===== config.mk =====
export PLATFORM = sky130hd
export DESIGN_NAME = hgc_top
export DESIGN_NICKNAME = d
export VERILOG_FILES = /design/src/include/hgc_pkg.sv /design/src/hdl/hgc_top.sv /design/src/hdl/hgc_zc_chan.sv
export VERILOG_INCLUDE_DIRS = /design/src /design/src/include
export SDC_FILE = /design/constraint.sdc
export NUM_CORES = 1
export LEC_CHECK = 0
export BUFFER_PORTS_ARGS = -buffer_cell sky130_fd_sc_hd__buf_2
export CAP_MARGIN = 20
export CORE_MARGIN = 4
export CORE_UTILIZATION = 35
export DETAILED_ROUTE_END_ITERATION = 16
export PLACE_DENSITY_LB_ADDON = 0.3
export SYNTH_ARGS = -nofsm -noshare
export SYNTH_HDL_FRONTEND = slang
export SYNTH_SLANG_ARGS = --single-unit

===== constraint.sdc =====
create_clock -name clk_i -period 4.2 [get_ports clk_i]
set_input_delay 0.42 -clock clk_i [delete_from_list [all_inputs] [get_ports clk_i]]
set_output_delay 0.42 -clock clk_i [all_outputs]
set_load 0.01 [all_outputs]

===== src/include/hgc_defs.svh =====
`ifndef HGC_DEFS_SVH
`define HGC_DEFS_SVH

// register indices, byte address is four times the index
`define HGC_IDX_CTRL 6'h01
`define HGC_IDX_MST 6'h03
`define HGC_IDX_AUXL 6'h09
`define HGC_IDX_AUXR 6'h0a
`define HGC_IDX_INPGA 6'h0c
`define HGC_IDX_DACL 6'h15
`define HGC_IDX_DACR 6'h16
`define HGC_IDX_MIXR 6'h1d
`define HGC_IDX_LOL 6'h1e
`define HGC_IDX_LOR 6'h1f
`define HGC_IDX_HPL 6'h21
`define HGC_IDX_HPR 6'h22
`define HGC_IDX_HPCFG 6'h23
`define HGC_IDX_ZX 6'h24
`define HGC_IDX_STAT 6'h25

// field positions
`define HGC_CTRL_NSUP 0
`define HGC_CTRL_DAC2HP 1
`define HGC_MST_EN 0
`define HGC_MIX_RINV 0
`define HGC_CFG_LEN 0
`define HGC_CFG_REN 1
`define HGC_CFG_LHZ 2
`define HGC_CFG_RHZ 3
`define HGC_CFG_TRACK 4
`define HGC_CFG_RESTR 5
`define HGC_ZX_L 0
`define HGC_ZX_R 1

// reset values
`define HGC_RST_REG 8'h00
`define HGC_RST_VOL 8'h10

// volume code points
`define HGC_CODE_MUTE 6'h10
`define HGC_CODE_MIN 6'h11
`define HGC_CODE_0DB 6'h35

// zero-cross timeout in sample periods
`define HGC_ZC_TIMEOUT 12'd2048

// pump thresholds on the average magnitude
`define HGC_TH_QUARTER 16'h2000
`define HGC_TH_THIRD 16'h2aaa
`define HGC_TH_HALF 16'h4000

`endif


===== src/include/hgc_pkg.sv =====
package hgc_pkg;
    typedef enum logic [1:0] {
        HGC_PUMP_FULL = 2'b00,
        HGC_PUMP_HALF = 2'b01,
        HGC_PUMP_THIRD = 2'b10,
        HGC_PUMP_QUARTER = 2'b11
    } hgc_pump_e;

    typedef enum logic {
        HGC_ZC_IDLE = 1'b0,
        HGC_ZC_WAIT = 1'b1
    } hgc_zc_e;
endpackage


===== src/hdl/hgc_top.sv =====
// Local design decision: the Wishbone interface to the registers.
`timescale 1ns/1ns
`default_nettype none
`include "hgc_defs.svh"

module hgc_top (
    // clock and reset
    input wire logic clk_i,
    input wire logic rst_i,
    // wishbone slave
    input wire logic cyc_i,
    input wire logic stb_i,
    input wire logic we_i,
    input wire logic [7:0] adr_i,
    input wire logic [3:0] sel_i,
    input wire logic [31:0] dat_i,
    output logic [31:0] dat_o,
    output logic ack_o,
    // audio samples
    input wire logic sample_stb_i,
    input wire logic [15:0] left_sample_i,
    input wire logic [15:0] right_sample_i,
    // amplifier controls
    output logic phones_left_enable_o,
    output logic phones_right_enable_o,
    output logic phones_left_tristate_o,
    output logic phones_right_tristate_o,
    output logic mixer_right_invert_o,
    output logic master_startup_enable_o,
    output logic [1:0] pump_level_o,
    // realised gains
    output logic [5:0] phones_left_gain_o,
    output logic [5:0] phones_right_gain_o,
    output logic [5:0] line_out_left_gain_o,
    output logic [5:0] line_out_right_gain_o,
    output logic [3:0] input_amp_left_gain_o,
    output logic [3:0] input_amp_right_gain_o,
    output logic [5:0] aux_left_gain_o,
    output logic [5:0] aux_right_gain_o,
    output logic [7:0] dac_left_gain_o,
    output logic [7:0] dac_right_gain_o
);
    // saturating subtract, floor at zero
    function automatic logic [7:0] hgc_sat_sub(
        input logic [7:0] a,
        input logic [7:0] b);
        hgc_sat_sub = (a > b) ? a - b : 8'h00;
    endfunction

    // codes under the lowest step read as mute
    function automatic logic [5:0] hgc_eff(input logic [5:0] c);
        hgc_eff = (c < `HGC_CODE_MIN) ? `HGC_CODE_MUTE : c;
    endfunction

    // sample magnitude, most negative kept exact as 16'h8000
    function automatic logic [15:0] hgc_abs(input logic [15:0] x);
        hgc_abs = x[15] ? 16'h0000 - x : x;
    endfunction

    // software registers
    logic [7:0] ctrl;
    logic [7:0] mst;
    logic [7:0] aux_l;
    logic [7:0] aux_r;
    logic [7:0] inpga;
    logic [7:0] dac_l;
    logic [7:0] dac_r;
    logic [7:0] mixr;
    logic [7:0] lo_l;
    logic [7:0] lo_r;
    logic [7:0] hp_l;
    logic [7:0] hp_r;
    logic [7:0] cfg;
    logic [7:0] zx;

    // bus decode
    wire [5:0] idx = adr_i[7:2];
    wire req = cyc_i && stb_i;
    wire wr = req && we_i && ack_o && sel_i[0];
    wire [7:0] stat;
    wire [7:0] rd_byte =
        (idx == `HGC_IDX_CTRL) ? ctrl :
        (idx == `HGC_IDX_MST) ? mst :
        (idx == `HGC_IDX_AUXL) ? aux_l :
        (idx == `HGC_IDX_AUXR) ? aux_r :
        (idx == `HGC_IDX_INPGA) ? inpga :
        (idx == `HGC_IDX_DACL) ? dac_l :
        (idx == `HGC_IDX_DACR) ? dac_r :
        (idx == `HGC_IDX_MIXR) ? mixr :
        (idx == `HGC_IDX_LOL) ? lo_l :
        (idx == `HGC_IDX_LOR) ? lo_r :
        (idx == `HGC_IDX_HPL) ? hp_l :
        (idx == `HGC_IDX_HPR) ? hp_r :
        (idx == `HGC_IDX_HPCFG) ? cfg :
        (idx == `HGC_IDX_ZX) ? zx :
        (idx == `HGC_IDX_STAT) ? stat : 8'h00;

    // one wait state; unmapped reads answer zero
    always_ff @(posedge clk_i) begin
        if (rst_i) begin
            ack_o <= 1'b0;
            dat_o <= 32'h0000_0000;
        end else begin
            ack_o <= req && !ack_o;
            dat_o <= {24'h00_0000, rd_byte};
        end
    end

    // write takes effect on the edge that sees ack
    always_ff @(posedge clk_i) begin
        if (rst_i) begin
            ctrl <= `HGC_RST_REG;
            mst <= `HGC_RST_REG;
            aux_l <= `HGC_RST_REG;
            aux_r <= `HGC_RST_REG;
            inpga <= `HGC_RST_REG;
            dac_l <= `HGC_RST_REG;
            dac_r <= `HGC_RST_REG;
            mixr <= `HGC_RST_REG;
            lo_l <= `HGC_RST_VOL;
            lo_r <= `HGC_RST_VOL;
            hp_l <= `HGC_RST_VOL;
            hp_r <= `HGC_RST_VOL;
            cfg <= `HGC_RST_REG;
            zx <= `HGC_RST_REG;
        end else if (wr) begin
            unique case (idx)
                `HGC_IDX_CTRL: ctrl <= dat_i[7:0];
                `HGC_IDX_MST: mst <= dat_i[7:0];
                `HGC_IDX_AUXL: aux_l <= dat_i[7:0];
                `HGC_IDX_AUXR: aux_r <= dat_i[7:0];
                `HGC_IDX_INPGA: inpga <= dat_i[7:0];
                `HGC_IDX_DACL: dac_l <= dat_i[7:0];
                `HGC_IDX_DACR: dac_r <= dat_i[7:0];
                `HGC_IDX_MIXR: mixr <= dat_i[7:0];
                `HGC_IDX_LOL: lo_l <= dat_i[7:0];
                `HGC_IDX_LOR: lo_r <= dat_i[7:0];
                `HGC_IDX_HPL: hp_l <= dat_i[7:0];
                `HGC_IDX_HPR: hp_r <= dat_i[7:0];
                `HGC_IDX_HPCFG: cfg <= dat_i[7:0];
                `HGC_IDX_ZX: zx <= dat_i[7:0];
                default: ;
            endcase
        end
    end

    // gain targets; tracking copies the right code
    wire track = cfg[`HGC_CFG_TRACK];
    wire [5:0] tgt_l = track ? hp_r[5:0] : hp_l[5:0];
    wire [5:0] tgt_r = hp_r[5:0];
    wire [5:0] app_l;
    wire [5:0] app_r;
    wire pend_l;
    wire pend_r;

    // one zero-cross tracker per channel
    hgc_zc_chan u_zc_left (
        .clk_i(clk_i),
        .rst_i(rst_i),
        .sample_stb_i(sample_stb_i),
        .sample_sign_i(left_sample_i[15]),
        .zc_enable_i(zx[`HGC_ZX_L]),
        .target_i(tgt_l),
        .applied_o(app_l),
        .pending_o(pend_l)
    );

    hgc_zc_chan u_zc_right (
        .clk_i(clk_i),
        .rst_i(rst_i),
        .sample_stb_i(sample_stb_i),
        .sample_sign_i(right_sample_i[15]),
        .zc_enable_i(zx[`HGC_ZX_R]),
        .target_i(tgt_r),
        .applied_o(app_r),
        .pending_o(pend_r)
    );

    // noise mode split of the applied code
    wire nsup = ctrl[`HGC_CTRL_NSUP];
    wire dac2hp = ctrl[`HGC_CTRL_DAC2HP];
    wire hi_l = app_l > `HGC_CODE_0DB;
    wire hi_r = app_r > `HGC_CODE_0DB;
    wire [7:0] boost_l = hi_l ? {2'b00, app_l - `HGC_CODE_0DB} : 8'h00;
    wire [7:0] boost_r = hi_r ? {2'b00, app_r - `HGC_CODE_0DB} : 8'h00;
    wire [7:0] cut_l = hi_l ? 8'h00 : {2'b00, `HGC_CODE_0DB - app_l};
    wire [7:0] cut_r = hi_r ? 8'h00 : {2'b00, `HGC_CODE_0DB - app_r};
    // 1.5 dB per phones step, four DAC steps each
    wire [7:0] dcut_l = {cut_l[5:0], 2'b00};
    wire [7:0] dcut_r = {cut_r[5:0], 2'b00};

    // phones stage holds 0 dB while lower stages cut
    wire mid_l = !hi_l && (app_l >= `HGC_CODE_MIN);
    wire mid_r = !hi_r && (app_r >= `HGC_CODE_MIN);
    wire [5:0] next_ph_l = (nsup && mid_l) ? `HGC_CODE_0DB : hgc_eff(app_l);
    wire [5:0] next_ph_r = (nsup && mid_r) ? `HGC_CODE_0DB : hgc_eff(app_r);

    // boost taken back at the input amplifier
    wire [7:0] in_l8 = hgc_sat_sub({4'h0, inpga[3:0]}, boost_l);
    wire [7:0] in_r8 = hgc_sat_sub({4'h0, inpga[7:4]}, boost_r);
    wire [3:0] next_in_l = nsup ? in_l8[3:0] : inpga[3:0];
    wire [3:0] next_in_r = nsup ? in_r8[3:0] : inpga[7:4];

    // ambient path cut moves to the aux amplifier
    wire [7:0] ax_l8 = hgc_sat_sub({2'b00, aux_l[5:0]}, cut_l);
    wire [7:0] ax_r8 = hgc_sat_sub({2'b00, aux_r[5:0]}, cut_r);
    wire [5:0] next_aux_l = nsup ? ax_l8[5:0] : aux_l[5:0];
    wire [5:0] next_aux_r = nsup ? ax_r8[5:0] : aux_r[5:0];

    // playback cut moves to the DAC digital gain
    wire dcut_on = nsup && dac2hp;
    wire [7:0] next_dac_l = dcut_on ? hgc_sat_sub(dac_l, dcut_l) : dac_l;
    wire [7:0] next_dac_r = dcut_on ? hgc_sat_sub(dac_r, dcut_r) : dac_r;

    // pump level from averaged magnitude
    wire [16:0] mag_sum = {1'b0, hgc_abs(left_sample_i)}
        + {1'b0, hgc_abs(right_sample_i)};
    wire [15:0] avg = mag_sum[16:1];
    wire restr = cfg[`HGC_CFG_RESTR];
    wire [1:0] lvl_full =
        (avg < `HGC_TH_QUARTER) ? hgc_pkg::HGC_PUMP_QUARTER :
        (avg < `HGC_TH_THIRD) ? hgc_pkg::HGC_PUMP_THIRD :
        (avg < `HGC_TH_HALF) ? hgc_pkg::HGC_PUMP_HALF :
        hgc_pkg::HGC_PUMP_FULL;
    // restricted pump lacks the second flying cap
    wire [1:0] lvl_two = (avg < `HGC_TH_HALF) ?
        hgc_pkg::HGC_PUMP_HALF : hgc_pkg::HGC_PUMP_FULL;
    wire [1:0] next_pump = restr ? lvl_two : lvl_full;

    assign stat = {4'h0, pend_r, pend_l, pump_level_o};

    // pump steps only on the sample strobe
    always_ff @(posedge clk_i) begin
        if (rst_i) begin
            pump_level_o <= hgc_pkg::HGC_PUMP_FULL;
        end else if (sample_stb_i) begin
            pump_level_o <= next_pump;
        end
    end

    // plain controls, registered to the pins
    always_ff @(posedge clk_i) begin
        if (rst_i) begin
            phones_left_enable_o <= 1'b0;
            phones_right_enable_o <= 1'b0;
            phones_left_tristate_o <= 1'b0;
            phones_right_tristate_o <= 1'b0;
            mixer_right_invert_o <= 1'b0;
            master_startup_enable_o <= 1'b0;
        end else begin
            phones_left_enable_o <= cfg[`HGC_CFG_LEN];
            phones_right_enable_o <= cfg[`HGC_CFG_REN];
            phones_left_tristate_o <= cfg[`HGC_CFG_LHZ];
            phones_right_tristate_o <= cfg[`HGC_CFG_RHZ];
            mixer_right_invert_o <= mixr[`HGC_MIX_RINV];
            master_startup_enable_o <= mst[`HGC_MST_EN];
        end
    end

    // realised gains, all stages move on the same edge
    always_ff @(posedge clk_i) begin
        if (rst_i) begin
            phones_left_gain_o <= `HGC_CODE_MUTE;
            phones_right_gain_o <= `HGC_CODE_MUTE;
            line_out_left_gain_o <= `HGC_CODE_MUTE;
            line_out_right_gain_o <= `HGC_CODE_MUTE;
            input_amp_left_gain_o <= 4'h0;
            input_amp_right_gain_o <= 4'h0;
            aux_left_gain_o <= 6'h00;
            aux_right_gain_o <= 6'h00;
            dac_left_gain_o <= 8'h00;
            dac_right_gain_o <= 8'h00;
        end else begin
            phones_left_gain_o <= next_ph_l;
            phones_right_gain_o <= next_ph_r;
            line_out_left_gain_o <= hgc_eff(lo_l[5:0]);
            line_out_right_gain_o <= hgc_eff(lo_r[5:0]);
            input_amp_left_gain_o <= next_in_l;
            input_amp_right_gain_o <= next_in_r;
            aux_left_gain_o <= next_aux_l;
            aux_right_gain_o <= next_aux_r;
            dac_left_gain_o <= next_dac_l;
            dac_right_gain_o <= next_dac_r;
        end
    end

    // bus answers
    AST_ACK_PULSE: assert property (@(posedge clk_i) disable iff (rst_i)
        ack_o |=> !ack_o)
        else $error("ack held longer than one cycle");
    AST_ACK_NEXT: assert property (@(posedge clk_i) disable iff (rst_i)
        (req && !ack_o) |=> ack_o)
        else $error("request not answered next cycle");

    AST_HIZ: assert property (@(posedge clk_i) disable iff (rst_i)
        (wr && idx == `HGC_IDX_HPCFG)
        |=> ##1 phones_left_tristate_o == $past(dat_i[`HGC_CFG_LHZ], 2))
        else $error("tristate pin does not follow config write");
    AST_MUTE: assert property (@(posedge clk_i) disable iff (rst_i)
        (app_l < `HGC_CODE_MIN) |=> phones_left_gain_o == `HGC_CODE_MUTE)
        else $error("low code did not mute left phones");
    AST_TRACK: assert property (@(posedge clk_i) disable iff (rst_i)
        (track && zx[1:0] == 2'b00)[*3] |-> app_l == app_r)
        else $error("tracking left gain differs from right");
    AST_RESTR: assert property (@(posedge clk_i) disable iff (rst_i)
        (restr && sample_stb_i) |=> !pump_level_o[1])
        else $error("restricted pump chose third or quarter");
    AST_NOSUP: assert property (@(posedge clk_i) disable iff (rst_i)
        !nsup |=> input_amp_left_gain_o == $past(inpga[3:0])
            && aux_left_gain_o == $past(aux_l[5:0]))
        else $error("gains moved outside noise mode");
    AST_BOOST: assert property (@(posedge clk_i) disable iff (rst_i)
        (nsup && hi_l && inpga[3:0] == 4'hf && app_l == 6'h38)
        |=> input_amp_left_gain_o == 4'hc && phones_left_gain_o == 6'h38)
        else $error("boost not taken back at input amp");
    AST_DACCUT: assert property (@(posedge clk_i) disable iff (rst_i)
        (dcut_on && app_l == 6'h30 && dac_l == 8'hff)
        |=> dac_left_gain_o == 8'heb && phones_left_gain_o == `HGC_CODE_0DB)
        else $error("DAC cut for -7.5 dB is wrong");

    COV_NSUP_BOOST: cover property (@(posedge clk_i) disable iff (rst_i)
        nsup && hi_l);
    COV_NSUP_CUT: cover property (@(posedge clk_i) disable iff (rst_i)
        dcut_on && mid_r);
    COV_PUMP_QTR: cover property (@(posedge clk_i) disable iff (rst_i)
        pump_level_o == hgc_pkg::HGC_PUMP_QUARTER);
endmodule // hgc_top

`default_nettype wire


===== src/hdl/hgc_zc_chan.sv =====
`timescale 1ns/1ns
`default_nettype none
`include "hgc_defs.svh"

module hgc_zc_chan (
    // clock and reset
    input wire logic clk_i,
    input wire logic rst_i,
    // audio side
    input wire logic sample_stb_i,
    input wire logic sample_sign_i,
    // gain request
    input wire logic zc_enable_i,
    input wire logic [5:0] target_i,
    // applied gain
    output logic [5:0] applied_o,
    output logic pending_o
);
    hgc_pkg::hgc_zc_e state;
    logic [11:0] cnt;
    logic [5:0] last_target;
    logic prev_sign;

    // crossing is a sign change between two strobed samples
    wire crossing = sample_stb_i && (sample_sign_i != prev_sign);
    wire timeout = sample_stb_i && (cnt == `HGC_ZC_TIMEOUT - 12'd1);
    wire retarget = target_i != last_target;
    wire differs = target_i != applied_o;
    wire take = !zc_enable_i || crossing || timeout;

    assign pending_o = state == hgc_pkg::HGC_ZC_WAIT;

    // input history
    always_ff @(posedge clk_i) begin
        if (rst_i) begin
            last_target <= `HGC_CODE_MUTE;
            prev_sign <= 1'b0;
        end else begin
            last_target <= target_i;
            if (sample_stb_i) begin
                prev_sign <= sample_sign_i;
            end
        end
    end

    // pending update and timeout, one copy per channel
    always_ff @(posedge clk_i) begin
        if (rst_i) begin
            state <= hgc_pkg::HGC_ZC_IDLE;
            cnt <= 12'd0;
            applied_o <= `HGC_CODE_MUTE;
        end else begin
            unique case (state)
                hgc_pkg::HGC_ZC_IDLE: begin
                    cnt <= 12'd0;
                    if (differs && !zc_enable_i) begin
                        applied_o <= target_i;
                    end else if (differs) begin
                        state <= hgc_pkg::HGC_ZC_WAIT;
                    end
                end
                hgc_pkg::HGC_ZC_WAIT: begin
                    if (take) begin
                        applied_o <= target_i;
                        state <= hgc_pkg::HGC_ZC_IDLE;
                        cnt <= 12'd0;
                    end else if (retarget) begin
                        cnt <= 12'd0;
                    end else if (sample_stb_i) begin
                        cnt <= cnt + 12'd1;
                    end
                end
            endcase
        end
    end

    AST_ZC_DIRECT: assert property (@(posedge clk_i) disable iff (rst_i)
        (state == hgc_pkg::HGC_ZC_IDLE && differs && !zc_enable_i)
        |=> applied_o == $past(target_i))
        else $error("gain not applied at once with zero-cross off");
    AST_ZC_BOUND: assert property (@(posedge clk_i) disable iff (rst_i)
        (pending_o && timeout) |=> !pending_o && applied_o == $past(target_i))
        else $error("zero-cross timeout did not apply the pending gain");
    COV_ZC_TIMEOUT: cover property (@(posedge clk_i) disable iff (rst_i)
        pending_o && timeout && !crossing);
    COV_ZC_CROSS: cover property (@(posedge clk_i) disable iff (rst_i)
        pending_o && crossing);
endmodule // hgc_zc_chan

`default_nettype wire


==> flow_metrics.env <==
export IMPL_place_inst=2081
export IMPL_startpoint="u_zc_left.applied_o[1]$_SDFFE_PP0P_"
export IMPL_critical_path_buf_inv_count=2
export IMPL_viasPerCell=5.327
export IMPL_r2r_start="u_zc_left.applied_o[1]$_SDFFE_PP0P_"
export IMPL_finalClockSkew_ns=0.009134
export IMPL_hold_path_class="primary input to register"
export IMPL_grt_start_max_net_pins=94
export IMPL_insertion_delay_ns=0.54
export IMPL_track_usage_pct=18.18
export IMPL_max_freq_mhz=263.1
export IMPL_synth_seq_cells=241
export IMPL_vias=11360
export IMPL_worst_slew_pin_transition_ns=1.010
export IMPL_crit_fanout=11
export IMPL_routabilityCongestion=0.8890
export IMPL_cts_buffer_depth=3
export IMPL_crit_chain="inv_1 -> ha_1 -> nor3b_1 -> o211ai_1 -> and2_1 -> ha_1 -> inv_1 -> fa_1 -> a21o_1 -> a21oi_1 -> nor2b_1 -> o21a_1 -> o22ai_1 -> nor3_1 -> a21oi_1 -> nor2_1"
export IMPL_setup_tns_ns=0
export IMPL_syn_inst=1556
export IMPL_yosysMostFrequentCell="dfxtp_1"
export IMPL_power_total_mw=5.523
export IMPL_cp_start_kind="register"
export IMPL_path_class="register to register"
export IMPL_drive_above_1_share_pct=13.76
export IMPL_drt_iter0_markers=1002
export IMPL_diodes=0
export IMPL_ys_warnings_count=0
export IMPL_post_cts_resized=0
export IMPL_ctsRootBufferMaster="clkbuf_16"
export IMPL_netlist_area_mm2=0.01260
export IMPL_tritoncts="done"
export IMPL_post_route_min_period_ns=3.801
export IMPL_die_y_um=197.8
export IMPL_worst_path_largest_cell_delay_ns=0.53
export IMPL_timing_final_crit_share_pct=90.50
export IMPL_ant_nets=0
export IMPL_wirelength_um=37020
export IMPL_rsz0062_at_grt="no"
export IMPL_grt_pass1_wl_um=58700
export IMPL_coreArea_mm2=0.03557
export IMPL_final_nets=1797
export IMPL_drv_slew=0
export IMPL_r2r_slack_ns=0.40
export IMPL_die_x_um=197.8
export IMPL_drc=0
export IMPL_buffer_ports_inserted=129
export IMPL_p_per_area_mw_per_mm2=379.8
export IMPL_final_cell_area_mm2=0.01454
export IMPL_leakage_nw=5.704
export IMPL_dpl_hpwl_um=26690
export IMPL_crit_slowest_cell="o211ai_1"
export IMPL_largest_registers="u_zc_left.cnt x12, u_zc_right.cnt x12"
export IMPL_cp_depth=16
export IMPL_synth_common_cells="dfxtp_1 (241), nand2_1 (219), a21oi_1 (189)"
export IMPL_grt_ovfl_total=0
export IMPL_ir_drop_v=0.0002932
export IMPL_outcome="completed"
export IMPL_finalSetupViolCount=0
export IMPL_placed_cell_area_mm2=0.01361
export IMPL_die_area_mm2=0.03911
export IMPL_hold_viol_final=0
export IMPL_stdcell_count=2132
export IMPL_rr_worst_depth=16
export IMPL_worst_ep_required_time_ns=4.61
export IMPL_grt_pass1_vias=10720
export IMPL_cp_end_kind="register"
export IMPL_arrival_ns=4.21
export IMPL_synth_async_reset_ratio_pct=0
export IMPL_ys_seq_area_share_pct=38.28
export IMPL_cap_violations=0
export IMPL_numCtsBuffers=28
export IMPL_path_clk_slew_ns=0.06
export IMPL_synth_cell_types=70
export IMPL_cts_htree_levels=1
export IMPL_dr_pass1_iters=6
export IMPL_clock_sinks=241
export IMPL_cts_setup_buffers=0
export IMPL_cpLargestDelayFamily="compound AO/OA/AOI/OAI gates"
export IMPL_regToRegEndpoint="dac_left_gain_o[2]$_SDFF_PP0_"
export IMPL_cts_hold_repair_buffers=0
export IMPL_slew_headroom_pct=32.17
export IMPL_synth_top_area_share_pct=38.28
export IMPL_area_growth_pct=15.37
export IMPL_antenna_found_initial=0
export IMPL_synth_edf_count=0
export IMPL_synth_largest_area_cell="dfxtp_1"
export IMPL_synth_flop_cell="dfxtp_1"
export IMPL_syn_avg_cell_area_um2=8.099
export IMPL_synthTopCellsByArea="dfxtp_1 (38%), a21oi_1 (7.5%), nand2_1 (6.5%)"
export IMPL_crit_end="dac_left_gain_o[2]$_SDFF_PP0_"
export IMPL_wl_per_cell_um=17.36
export IMPL_io_pins=183
export IMPL_initial_core_util_pct=35.43
export IMPL_rows=69
-- worst reg2reg max path: cells and delay by family, from the launching register on --
family | cells | cell delay [ns]
compound gates | 6 | 1.65
fa+ha+maj | 3 | 0.82
simple gates | 5 | 0.63
flops | 1 | 0.35
buf+inv | 2 | 0.22
-- report_power, final --
part / leakage [nW] / internal [mW] / switching, mW / total [mW]
Clock: 0.455 / 1.47 / 0.981 / 2.45
Sequential: 1.94 / 2.31 / 0.0239 / 2.33
Combinational: 3.31 / 0.293 / 0.452 / 0.745
Total: 5.70 / 4.07 / 1.46 / 5.52
-- final cells by class --
class / instances / area (um2)
Inverter: 35 / 131.4
Timing Repair Buffer: 155 / 859.6
Clock inverter: 12 / 117.6
Multi-Input combinational cell: 1189 / 7216
Sequential cell: 241 / 4825
Clock buffer: 39 / 813.3
Tap cell: 461 / 576.8
Fill cell: 3650 / 21030
-- stage by stage --
| stage | util (%) | hold WS (ns) | setup slack (ns) |
|---|---|---|---|
| floorplan | - | 0.4322 | 0.6069 |
| CTS | 40.88 | 0.2856 | 0.4067 |
| global route | 40.88 | 0.3106 | 0.06003 |
| finish | 40.88 | 0.2941 | 0.3991 |
| detailed placement | 38.26 | 0.4397 | 0.2060 |
| global placement | 38.26 | 0.4307 | 0.2165 |
-- worst min-delay path by stage --
stage,start,endpoint,slack [ns],cells past startpoint
floorplan,ctrl[3]$_SDFFE_PP0P_,dat_o[3]$_SDFF_PP0_,0.43,2
global placement,ack_o$_SDFF_PP0_,ack_o$_SDFF_PP0_,0.43,1
detailed placement,ack_o$_SDFF_PP0_,ack_o$_SDFF_PP0_,0.44,1
CTS,sample_stb_i,u_zc_right.prev_sign$_SDFFE_PP0P_,0.29,3
global route,dat_i[7],hp_l[7]$_SDFFE_PP0P_,0.31,3
finish,sample_stb_i,u_zc_right.prev_sign$_SDFFE_PP0P_,0.29,3
-- logic make-up (layout without fill, tap and decap cells) --
logic type,count (synthesis),count (layout),synth area share [%]
and+or+nand+nor,616,616,23.25
AOI/OAI and AO/OA,361,361,17.53
DFF,241,241,38.28
buffers and inverters,149,241,5.242
xor gates and xnor gates,104,104,7.228
adders and majority gates,65,65,6.811
muxes,19,19,1.618
other,1,24,0.02976
-- cells in the final DEF, fill, tap and decap left out, drive strengths merged, types with 10 or more instances in the layout --
master,synthesis,layout
conb,1,24
a22oi,42,42
a21o,26,26
nand3,117,117
nand4,16,16
nand2b,16,16
nor3,25,25
nor2b,24,24
clkbuf,84,39
mux2i,17,17
dfxtp,241,241
buf,30,155
or2,15,15
nand2,219,219
or3,10,10
xnor2,65,65
nor2,106,106
ha,59,59
and3,15,15
and2,14,14
xor2,39,39
inv,35,35
o21ai,32,32
a21oi,189,189
-- layer usage --
layer | up-vias | share of wire (%) | global-route usage, % | wire, um
met1 | 5364 | 48 | 27.03 | 17800
met3 | 45 | 6.1 | 2.552 | 2254
li1 | 5608 | - | - | -
met4 | 0 | 1.7 | 3.800 | 617
met2 | 340 | 44 | 28.19 | 16350
met5 | - | 0 | 0 | 0
Power figures use the tool's default switching activity.
